--- src/dcsw_pkg.sv ---
// dcsw_pkg: constants and carriers for the drive command/state word block
// assumes: one 100 MHz clock, synchronous active-low reset
package dcsw_pkg;

	// ----------------------------------------------------------------
	// command word bit positions
	// ----------------------------------------------------------------
	localparam int CMD_OFF1      = 0;
	localparam int CMD_OFF2      = 1;
	localparam int CMD_OFF3      = 2;
	localparam int CMD_COAST     = 3;
	localparam int CMD_QSTOP     = 4;
	localparam int CMD_RAMP_USE  = 5;
	localparam int CMD_START     = 6;
	localparam int CMD_RESET     = 7;
	localparam int CMD_JOG1      = 8;
	localparam int CMD_JOG2      = 9;
	localparam int CMD_VALID     = 10;
	localparam int CMD_SLOW      = 11;
	localparam int CMD_CATCH     = 12;
	localparam int CMD_SET_LSB   = 13;
	localparam int CMD_SET_MSB   = 14;
	localparam int CMD_REVERSE   = 15;

	// ----------------------------------------------------------------
	// configuration codes and reset values
	// ----------------------------------------------------------------
	localparam logic [5:0]  RELAY_SEL_STOP0   = 6'h1F;  // relay function selection 31
	localparam logic [1:0]  PROFILE_STD       = 2'h1;   // standard profile selection 1
	localparam logic [15:0] CMD_RESET_VALUE   = 16'h0000;
	localparam logic [15:0] REF_HUNDRED_PCT   = 16'h4000; // 16384 = 100 %
	localparam logic [15:0] STATE_RESET_VALUE = 16'h0000;
	localparam logic [1:0]  SETUP_RESET_VALUE = 2'h0;

	// reversing source selection
	typedef enum logic [1:0] {
		DCSW_REV_DIGITAL = 2'b00,
		DCSW_REV_SERIAL  = 2'b01,
		DCSW_REV_OR      = 2'b10,
		DCSW_REV_AND     = 2'b11
	} dcsw_rev_e;

	// ----------------------------------------------------------------
	// carriers
	// ----------------------------------------------------------------
	typedef struct packed {
		logic       warning;
		logic       speed_at_ref;
		logic       bus_control;
		logic       freq_in_limits;
		logic       freq_nonzero;
		logic       overload_autostart;
		logic       dc_volt_fault;
		logic       torque_exceeded;
		logic       thermal_exceeded;
		logic       tripped;
		logic       power_ready;
	} dcsw_drive_s;

	typedef struct packed {
		logic       ramp_stop;
		logic       coast_stop;
		logic       quick_stop;
		logic       freeze;
		logic       run_enable;
		logic       jog1;
		logic       jog2;
		logic       trim_down;
		logic       trim_up;
		logic       reverse;
		logic [1:0] setup;
		logic       setup_change;
		logic       fault_reset;
		logic       relay_on;
	} dcsw_cmd_s;

	typedef struct packed {
		logic [5:0] relay_sel;
		logic [1:0] profile;
		logic       multi_setup;
		logic       setups_linked;
		dcsw_rev_e  rev_source;
	} dcsw_cfg_s;

endpackage

--- src/dcsw_edge_det.sv ---
// dcsw_edge_det: rising edge detector with qualifying enable
// assumes: input synchronous to clk_sys
module dcsw_edge_det
	import dcsw_pkg::*;
(
	// clock and reset
	input  wire logic clk_sys,
	input  wire logic rst_n,
	// sampled level
	input  wire logic sample_en,
	input  wire logic level_in,
	// result
	output logic      rise
);

	logic prev;

	// hold the last sampled level; reset to zero
	always_ff @(posedge clk_sys) begin
		if (!rst_n) begin
			prev <= 1'b0;
		end else if (sample_en) begin
			prev <= level_in;
		end
	end

	// edge only on an accepted sample
	assign rise = sample_en & level_in & ~prev;

endmodule

--- src/dcsw_core.sv ---
// dcsw_core: decodes the fieldbus command word and builds the state word
// Functional notes
// ignore whole command word unless valid bit set
// bit 0 low gives normal ramp stop
// bit 1 low coasts; bit 2 low quick-stops
// stop relay energised at 0 Hz if selected
// bit 3 low coasts; high permits start
// bit 4 low quick-stops; high permits start
// bit 5 low holds output frequency
// bit 6 low ramp-stops; high permits start
// fault reset only on bit 7 rising edge
// jogs honoured only with bit4 low, 0-3 high
// trim down/up; down wins when both set
// bits 13/14 select set-up when enabled
// bit 15 reverses only for serial/or/and source
// state bit 0: ready unless off or trip
// state bit 2: enable unless off or trip
// state bit 3 trip; no start until reset
// state bits 4,5 mirror command bits 1,2
// state bit 6 start-not-possible latch
// state bit 7 warning, bit 11 in operation
// state bit 8 speed equals reference
// state bit 9 bus control accepted
// state bits 10,12-15 report drive limits
// reference and actual value are 16384=100%
// state word refreshed on every telegram
// assumes: telegram strobe and drive status are synchronous to clk_sys
module dcsw_core
	import dcsw_pkg::*;
(
	// clock and reset
	input  wire logic        clk_sys,
	input  wire logic        rst_n,
	// telegram from the master
	input  wire logic        telegram_stb,
	input  wire logic [15:0] bus_command_word,
	input  wire logic [15:0] bus_speed_ref,
	// configuration
	input  wire dcsw_cfg_s   cfg,
	// drive state inputs
	input  wire dcsw_drive_s drive,
	input  wire logic [15:0] actual_output_value,
	input  wire logic        local_operator_panel,
	input  wire logic        start_signal,
	input  wire logic        drive_running,
	// decoded commands
	output dcsw_cmd_s        cmd,
	output logic [15:0]      speed_ref,
	// answer to the master
	output logic [15:0]      bus_state_word,
	output logic [15:0]      actual_value_word,
	output logic             state_valid
);

	// ------------------------------------------------------------
	// command latch
	// ------------------------------------------------------------
	logic [15:0] cw;
	logic        word_ok;
	logic        accept;

	assign word_ok = bus_command_word[CMD_VALID];
	assign accept  = telegram_stb & word_ok;

	// keep the last valid word; invalid words leave commands and speed_ref as is but still get a state word answer
	always_ff @(posedge clk_sys) begin
		if (!rst_n) begin
			cw <= CMD_RESET_VALUE;
		end else if (accept) begin
			cw <= bus_command_word;
		end
	end

	// ------------------------------------------------------------
	// reset edge detection
	// ------------------------------------------------------------
	logic reset_rise;

	dcsw_edge_det u_reset_edge (
		.clk_sys   (clk_sys),
		.rst_n     (rst_n),
		.sample_en (accept),
		.level_in  (bus_command_word[CMD_RESET]),
		.rise      (reset_rise)
	);

	// ------------------------------------------------------------
	// trip latch and start inhibit
	// ------------------------------------------------------------
	logic trip_latch;
	logic next_trip_latch;
	logic start_block;
	logic next_start_block;
	logic power_on_done;

	// trip set wins over a reset edge in the same cycle
	assign next_trip_latch = drive.tripped | (trip_latch & ~reset_rise);

	// start-not-possible: set by reset ack, coast/quick-stop, power-on
	wire off_seq_clear = ~cw[CMD_OFF1] & cw[CMD_OFF2] & cw[CMD_OFF3]
		& cw[CMD_VALID];
	wire block_set     = reset_rise | ~cw[CMD_OFF2] | ~cw[CMD_OFF3]
		| ~power_on_done;
	assign next_start_block = (cfg.profile == PROFILE_STD)
		? (block_set | (start_block & ~off_seq_clear))
		: 1'b0;

	always_ff @(posedge clk_sys) begin
		if (!rst_n) begin
			trip_latch    <= 1'b0;
			start_block   <= 1'b1;
			power_on_done <= 1'b0;
		end else begin
			trip_latch    <= next_trip_latch;
			start_block   <= next_start_block;
			power_on_done <= 1'b1;
		end
	end

	// ------------------------------------------------------------
	// stop decode
	// ------------------------------------------------------------
	wire off_any    = ~cw[CMD_OFF1] | ~cw[CMD_OFF2] | ~cw[CMD_OFF3];
	wire ramp_stop  = ~cw[CMD_OFF1] | ~cw[CMD_START];
	wire coast_stop = ~cw[CMD_OFF2] | ~cw[CMD_COAST];
	wire quick_stop = ~cw[CMD_OFF3] | ~cw[CMD_QSTOP];
	wire run_ok     = ~ramp_stop & ~coast_stop & ~quick_stop
		& ~trip_latch & ~start_block;
	wire stop_req   = ~cw[CMD_OFF1] | ~cw[CMD_OFF2] | ~cw[CMD_OFF3]
		| ~cw[CMD_START];
	wire relay_on   = stop_req & ~drive.freq_nonzero
		& (cfg.relay_sel == RELAY_SEL_STOP0);

	// jog needs quick-stop bit low and bits 0..3 high
	wire jog_ok = ~cw[CMD_QSTOP] & (cw[3:0] == 4'hF);

	// reversing sources that honour the bus bit
	wire rev_bus = (cfg.rev_source == DCSW_REV_SERIAL)
		| (cfg.rev_source == DCSW_REV_OR)
		| (cfg.rev_source == DCSW_REV_AND);

	// set-up selection; lsb is bit 13, msb is bit 14
	wire [1:0] setup_req = {cw[CMD_SET_MSB], cw[CMD_SET_LSB]};
	wire       setup_ok  = cfg.multi_setup
		& (~drive_running | cfg.setups_linked);

	// ------------------------------------------------------------
	// command outputs
	// ------------------------------------------------------------
	dcsw_cmd_s next_cmd;
	logic [1:0] setup_q;

	always_comb begin
		next_cmd              = '0;
		next_cmd.ramp_stop    = ramp_stop;
		next_cmd.coast_stop   = coast_stop;
		next_cmd.quick_stop   = quick_stop;
		next_cmd.freeze       = ~cw[CMD_RAMP_USE];
		next_cmd.run_enable   = run_ok;
		next_cmd.jog1         = cw[CMD_JOG1] & jog_ok;
		next_cmd.jog2         = cw[CMD_JOG2] & jog_ok;
		next_cmd.trim_down    = cw[CMD_SLOW];
		next_cmd.trim_up      = cw[CMD_CATCH] & ~cw[CMD_SLOW];
		next_cmd.reverse      = cw[CMD_REVERSE] & rev_bus;
		next_cmd.setup        = setup_ok ? setup_req : setup_q;
		next_cmd.setup_change = setup_ok & (setup_req != setup_q);
		next_cmd.fault_reset  = reset_rise;
		next_cmd.relay_on     = relay_on;
	end

	always_ff @(posedge clk_sys) begin
		if (!rst_n) begin
			cmd       <= '0;
			setup_q   <= SETUP_RESET_VALUE;
			speed_ref <= 16'h0000;
		end else begin
			cmd       <= next_cmd;
			setup_q   <= next_cmd.setup;
			if (accept) begin
				speed_ref <= bus_speed_ref;
			end
		end
	end

	// ------------------------------------------------------------
	// state word assembly
	// ------------------------------------------------------------
	logic [15:0] next_state;
	wire         ctrl_ready = ~off_any & ~trip_latch;

	always_comb begin
		next_state     = STATE_RESET_VALUE;
		next_state[0]  = ctrl_ready;
		next_state[1]  = ctrl_ready & drive.power_ready;
		next_state[2]  = ctrl_ready;
		next_state[3]  = trip_latch;
		next_state[4]  = cw[CMD_OFF2];
		next_state[5]  = cw[CMD_OFF3];
		next_state[6]  = start_block;
		next_state[7]  = drive.warning;
		next_state[8]  = drive.speed_at_ref;
		next_state[9]  = drive.bus_control & ~local_operator_panel;
		next_state[10] = drive.freq_in_limits;
		next_state[11] = start_signal | drive.freq_nonzero;
		next_state[12] = drive.overload_autostart;
		next_state[13] = drive.dc_volt_fault;
		next_state[14] = drive.torque_exceeded;
		next_state[15] = drive.thermal_exceeded;
	end

	// refresh the answer once per telegram
	always_ff @(posedge clk_sys) begin
		if (!rst_n) begin
			bus_state_word    <= STATE_RESET_VALUE;
			actual_value_word <= 16'h0000;
			state_valid       <= 1'b0;
		end else begin
			state_valid <= telegram_stb;
			if (telegram_stb) begin
				bus_state_word    <= next_state;
				actual_value_word <= actual_output_value;
			end
		end
	end

endmodule

--- config.mk ---
export PLATFORM = sky130hd
export DESIGN_NAME = dcsw_core
export DESIGN_NICKNAME = d
export VERILOG_FILES = /design/src/dcsw_pkg.sv /design/src/dcsw_edge_det.sv /design/src/dcsw_core.sv
export SDC_FILE = /design/constraint.sdc
export NUM_CORES = 1
export LEC_CHECK = 0
export ABC_AREA = 0
export BUFFER_PORTS_ARGS = -buffer_cell sky130_fd_sc_hd__buf_2
export CELL_PAD_IN_SITES_DETAIL_PLACEMENT = 1
export CELL_PAD_IN_SITES_GLOBAL_PLACEMENT = 1
export CORE_MARGIN = 1.5
export CORE_UTILIZATION = 29
export DETAILED_ROUTE_END_ITERATION = 16
export PLACE_DENSITY = 0.75
export SETUP_SLACK_MARGIN = 0.2
export SLEW_MARGIN = 20
export SYNTH_ARGS = -nofsm -noshare
export SYNTH_HDL_FRONTEND = slang
export SYNTH_SLANG_ARGS = --single-unit
--- constraint.sdc ---
create_clock -name clk_sys -period 1 [get_ports clk_sys]
set_input_delay 0.2 -clock clk_sys [delete_from_list [all_inputs] [get_ports clk_sys]]
set_output_delay 0.2 -clock clk_sys [all_outputs]
set_load 0.1 [all_outputs]
**Word level (Yosys, flattened, before mapping)**

Cells that the tools add are included.

- Add/subtract/negate cells: 0
- $mul: 0
- Div/mod/pow operators: 0
- Magnitude comparators: 0
- Eq/ne operators: 7
- Shifts and indexed selects: 0
- Mux-type cells: 3
- Bitwise operators: 60
- Reductions and logical operators: 0

Operators with widths:

| kind | count |
|---|---|
| 1-bit bitwise AND | 24 |
| 1-bit NOT | 21 |
| 1-bit OR | 15 |
| 6-bit by 5-bit equality test with 1-bit output (second input constant) | 1 |
| 2-bit by 1-bit equality test with 1-bit output (second input constant) | 2 |
| 2-bit equality test (second input constant) | 2 |
| 4-bit equality test (second input constant) | 1 |
| 1-bit two-way mux | 2 |
| 2-bit two-way mux | 1 |
| 2-bit != test | 1 |

- Flip-flop bits (word level): 84
- Latch bits: 0
- RAM bits: 0
- Memory bits (read-only): 0
- Input bits: 77
- Output and inout port bits: 64
- Memories: 0

**Logic depth before layout (Yosys ltp)**

- Depth in word-level cells: 8
- Gate-level depth with buffers: 5
- Gate-level depth less buffers: 3

**Modules after synthesis**

Synthesis repeated with hierarchy kept, for this count alone.

- Cells, all modules: 306
- Area, all modules: 2837.7 um^2

Modules (own cells, without submodules):

| module | instances | cells each | area each (um^2) |
|---|---|---|---|
| dcsw_core | 1 | 301 | 2796.4 |
| dcsw_edge_det | 1 | 5 | 41.3 |

**Least setup slack after synthesis**

OpenSTA, ideal clock, no wires.

- Path type: flip-flop to output port
- From: reg bus_state_word[2]
- To: out bus_state_word[2]
- Arrival time: 1373 ps
- Data required time: 800 ps
- Path slack: -573 ps
- Cell stages (with the launch flop): 2
- Path buffers: 1
- Path through: dfxtp_1 -> buf_4

RTL lines:

| item | RTL line | text |
|---|---|---|
| start: declaration | dcsw_core.sv:50 | `output logic [15:0] bus_state_word,` |
| start signal: assignment | dcsw_core.sv:220 | `bus_state_word <= next_state;` |

No word-level cell between the ends.

**Worst setup path after layout**

- From: reg cmd[3] (netlist name)
- To: out cmd[3] (netlist name)

RTL lines:

| item | RTL line | text |
|---|---|---|
| start: declaration | dcsw_core.sv:47 | `output dcsw_cmd_s cmd,` |
| start signal: assignment | dcsw_core.sv:177 | `cmd <= next_cmd;` |

No word-level cell between the ends.

==> flow_summary.toml <==
[finish]
final_util = 0.581
areaGrowthSynthToFinish_pct = 92.2
drive_gt1_frac = 0.584
fin_nets = 543

[clock_tree]
cts_root_buffer = "clkbuf_8"
clk_latency_ns = 0.35
path_clk_slew_ns = 0.09
cts_tree = "yes"
ctsHoldBuffers = 0
clkSinkCount = 82
cts.path.max_buffers = 2
cts_made_buffers = 9
htreeDepth = 3

[global_routing]
grt_first_pass_wirelength_um = 15100
grt_max_degree = 33
first_global_vias = 2950
grt_overflow = 0
track_usage = 0.190
antenna_found_initial = 2

[critical_path]
crit_start = "cmd[3]$_SDFFE_PN0P_"
cp-end-kind = "primary output"
worstReg2RegStart = "cmd[4]$_SDFFE_PN0P_"
setup.worst_path.start_class = "flip-flop"
critical_path_class = "flip-flop to primary output"
critPathMaxFanout = 2
required_ns = 0.80
worstPathArrival_ns = 0.98

[place]
io_buffers = 140
place_congestion = 0.738
hpwl_um = 7170

[drt]
wl_per_cell_um = 16.0
first_pass_iters = 4
antenna_left = 0
routed_via_density = 4.50
num_vias = 2710
drc = 0
dr.first_iter.drc_count = 61
drt_wl_total_um = 9620

[floorplanning]
core_mm2 = 0.00937
die_h_um = 102
dieArea_mm2 = 0.0104
rows = 35
fp.dieW_um = 102
ioPinCount = 141
initial_core_util = 0.302

[power_and_ir_drop]
leakage_nw = 2.29
switchingPower_w = 0.00262
power_frac_comb = 0.245
power_density_mw_per_mm2 = 1480
netSwitchingFraction = 0.326
p_seq_frac = 0.433
clkPwrFrac = 0.321
internal-power_w = 0.00542
irDropWorstVdd_v = 0.000640

[yosys]
synth_area_leaders = "dfxtp_1 58%, mux2i_1 9.5%, nand2_1 8.9%"
ys_ff_latch = 82
netlist_area_mm2 = 0.00283
synth_area_leader_cell = "dfxtp_1"
syn_nets = 385
netlist_instances = 308
yosysSeqAreaShare = 0.580
yosysTopAreaCellShare = 0.580
yosysUniqueCellTypes = 25
syn_area_per_cell_um2 = 9.19
synth_warnings = 0

[timing]
whs_ns = 0.0249
max_freq_ghz = 0.850
finClkSkew_ns = 0.0135
final_hold_viol_count = 0
rsz0062_at_grt = "yes"
max_slew_margin = 0.742
setup-violations-final = 64
slew_violations = 0
worst_slack_ns = -0.177
fin_crit_ns = 1.18
fin_crit_sh = 1.18
tightest_slew_ns = 0.386

[worst_hold_path]
holdCritStartpoint = "rst_n"
min-delay-path-class = "primary input to flip-flop"

[outcome]
status = "finished, violations left"
violations = "setup timing"

[run]
maxCapViolCount = 0
==> power by group through the flow <==
stage | clock network [W] | logic [W] | registers [W]
after floorplan | 0 | 0.000346 | 0.00432
after global placement | 0 | 0.00187 | 0.00355
after detailed placement | 0 | 0.00191 | 0.00356
after CTS | 0.00266 | 0.00195 | 0.00349
after global routing | 0.00283 | 0.00206 | 0.00351
final | 0.00258 | 0.00197 | 0.00349
==> path summary, 6_finish.rpt <==
| kind | endpoint | slack [ns] | depth (start not counted) |
|---|---|---|---|
| worst max-delay path | cmd[3] | -0.18 | 2 |
| worst max register to register | cmd[2]$_SDFF_PN0_ | 0.03 | 2 |
| worst min-delay path | power_on_done$_DFF_P_ | 0.02 | 1 |
| worst min register to register | cmd[11]$_SDFF_PN0_ | 0.43 | 1 |
==> cells by family after synthesis <==
family / synth area share
multiplexers: 0.0954
XOR/XNOR: 0.00619
flip-flops: 0.580
AND/OR/NAND/NOR: 0.185
AO/OA/AOI/OAI: 0.0928
buffers and inverters: 0.0411
==> cells in the mapped netlist <==
master and count:
nor3_1 2, a21oi_1 42, nand4_1 2, nand2b_1 2, nand4b_1 1, nor2_1 34
a2111oi_0 1, nor2b_1 1, nand3_1 2, a41oi_1 1, nand3b_1 6, mux2i_1 27
buf_2 12, dfxtp_1 82, and2_1 4, nand2_1 67, clkinv_1 1, inv_1 3
o211a_1 1, or4_1 1, clkbuf_1 5, xnor2_1 2, buf_4 3, or2_2 1
o21ai_0 5
==> timing repair <==
action | in CTS | in global routing
setup buffers | 9 | 2
resized for setup | 23 | 16
gates cloned | 0 | 1
endpoints found under the setup margin | 74 | 105
pin swaps | 9 | 10
==> through the flow <==
step | TNS, ns | cells | power [W] | setup slack, ns | cell area, µm²
5_1_grt | -7.14 | 602 | 0.00840 | -0.214 | 5440
4_1_cts | -6.03 | 597 | 0.00810 | -0.193 | 5350
3_3_place_gp | -4.41 | 572 | 0.00542 | -0.105 | 4970
6_report | -4.94 | 602 | 0.00804 | -0.177 | 5440
3_5_place_dp | -6.99 | 572 | 0.00547 | -0.233 | 4970
2_1_floorplan | -0.0618 | 308 | 0.00467 | -0.0618 | 3180
==> state kept, by name, summed over array words and instances (netlist names) <==
register and flops:
bus_state_word 15, power_on_done 1, speed_ref 16, start_block 1, trip_latch 1, actual_value_word 16, state_valid 1, cmd 15
cw 16
==> placed cells by master, fill, tap and decap left out, drive strengths merged <==
cell type and count:
dfxtp 82, nor3 2, inv 7, buf 166, bufinv 1, nand2b 2, nor2 34, mux2i 27
or4 1, clkbuf 10, or2 1, nand3 2, and2 5, nor2b 1, a41oi 1, nand4 2
nand3b 6, nand4b 1, o21ai 5, clkinvlp 1, a2111oi 1, o211a 1, nand2 67, clkinv 1
a21oi 42, xnor2 2, diode 2
==> area by class of cell <==
cell class | instances | area, µm²
Timing Repair Buffer | 166 | 1930
Antenna cell | 2 | 5.00
Clock buffer | 10 | 149
Tap cell | 129 | 161
Multi-Input combinational cell | 203 | 1210
Inverter | 4 | 17.5
Fill cell | 1009 | 3930
Clock inverter | 6 | 70.1
Sequential cell | 82 | 1890
==> critical path: stages (launching register included) <==
cell and delay (ns):
dfxtp_4 0.36, buf_6 0.12, buf_12 0.15
==> metal layers <==
layer / GRT usage / up-vias / share of wire
li1: - / 1337 / -
met1: 0.207 / 1293 / 0.39
met2: 0.361 / 75 / 0.55
met3: 0.0417 / 5 / 0.054
met4: 0.0685 / 0 / 0.0077
met5: 0 / - / 0
Note: power is estimated with default switching activity, not from simulation.
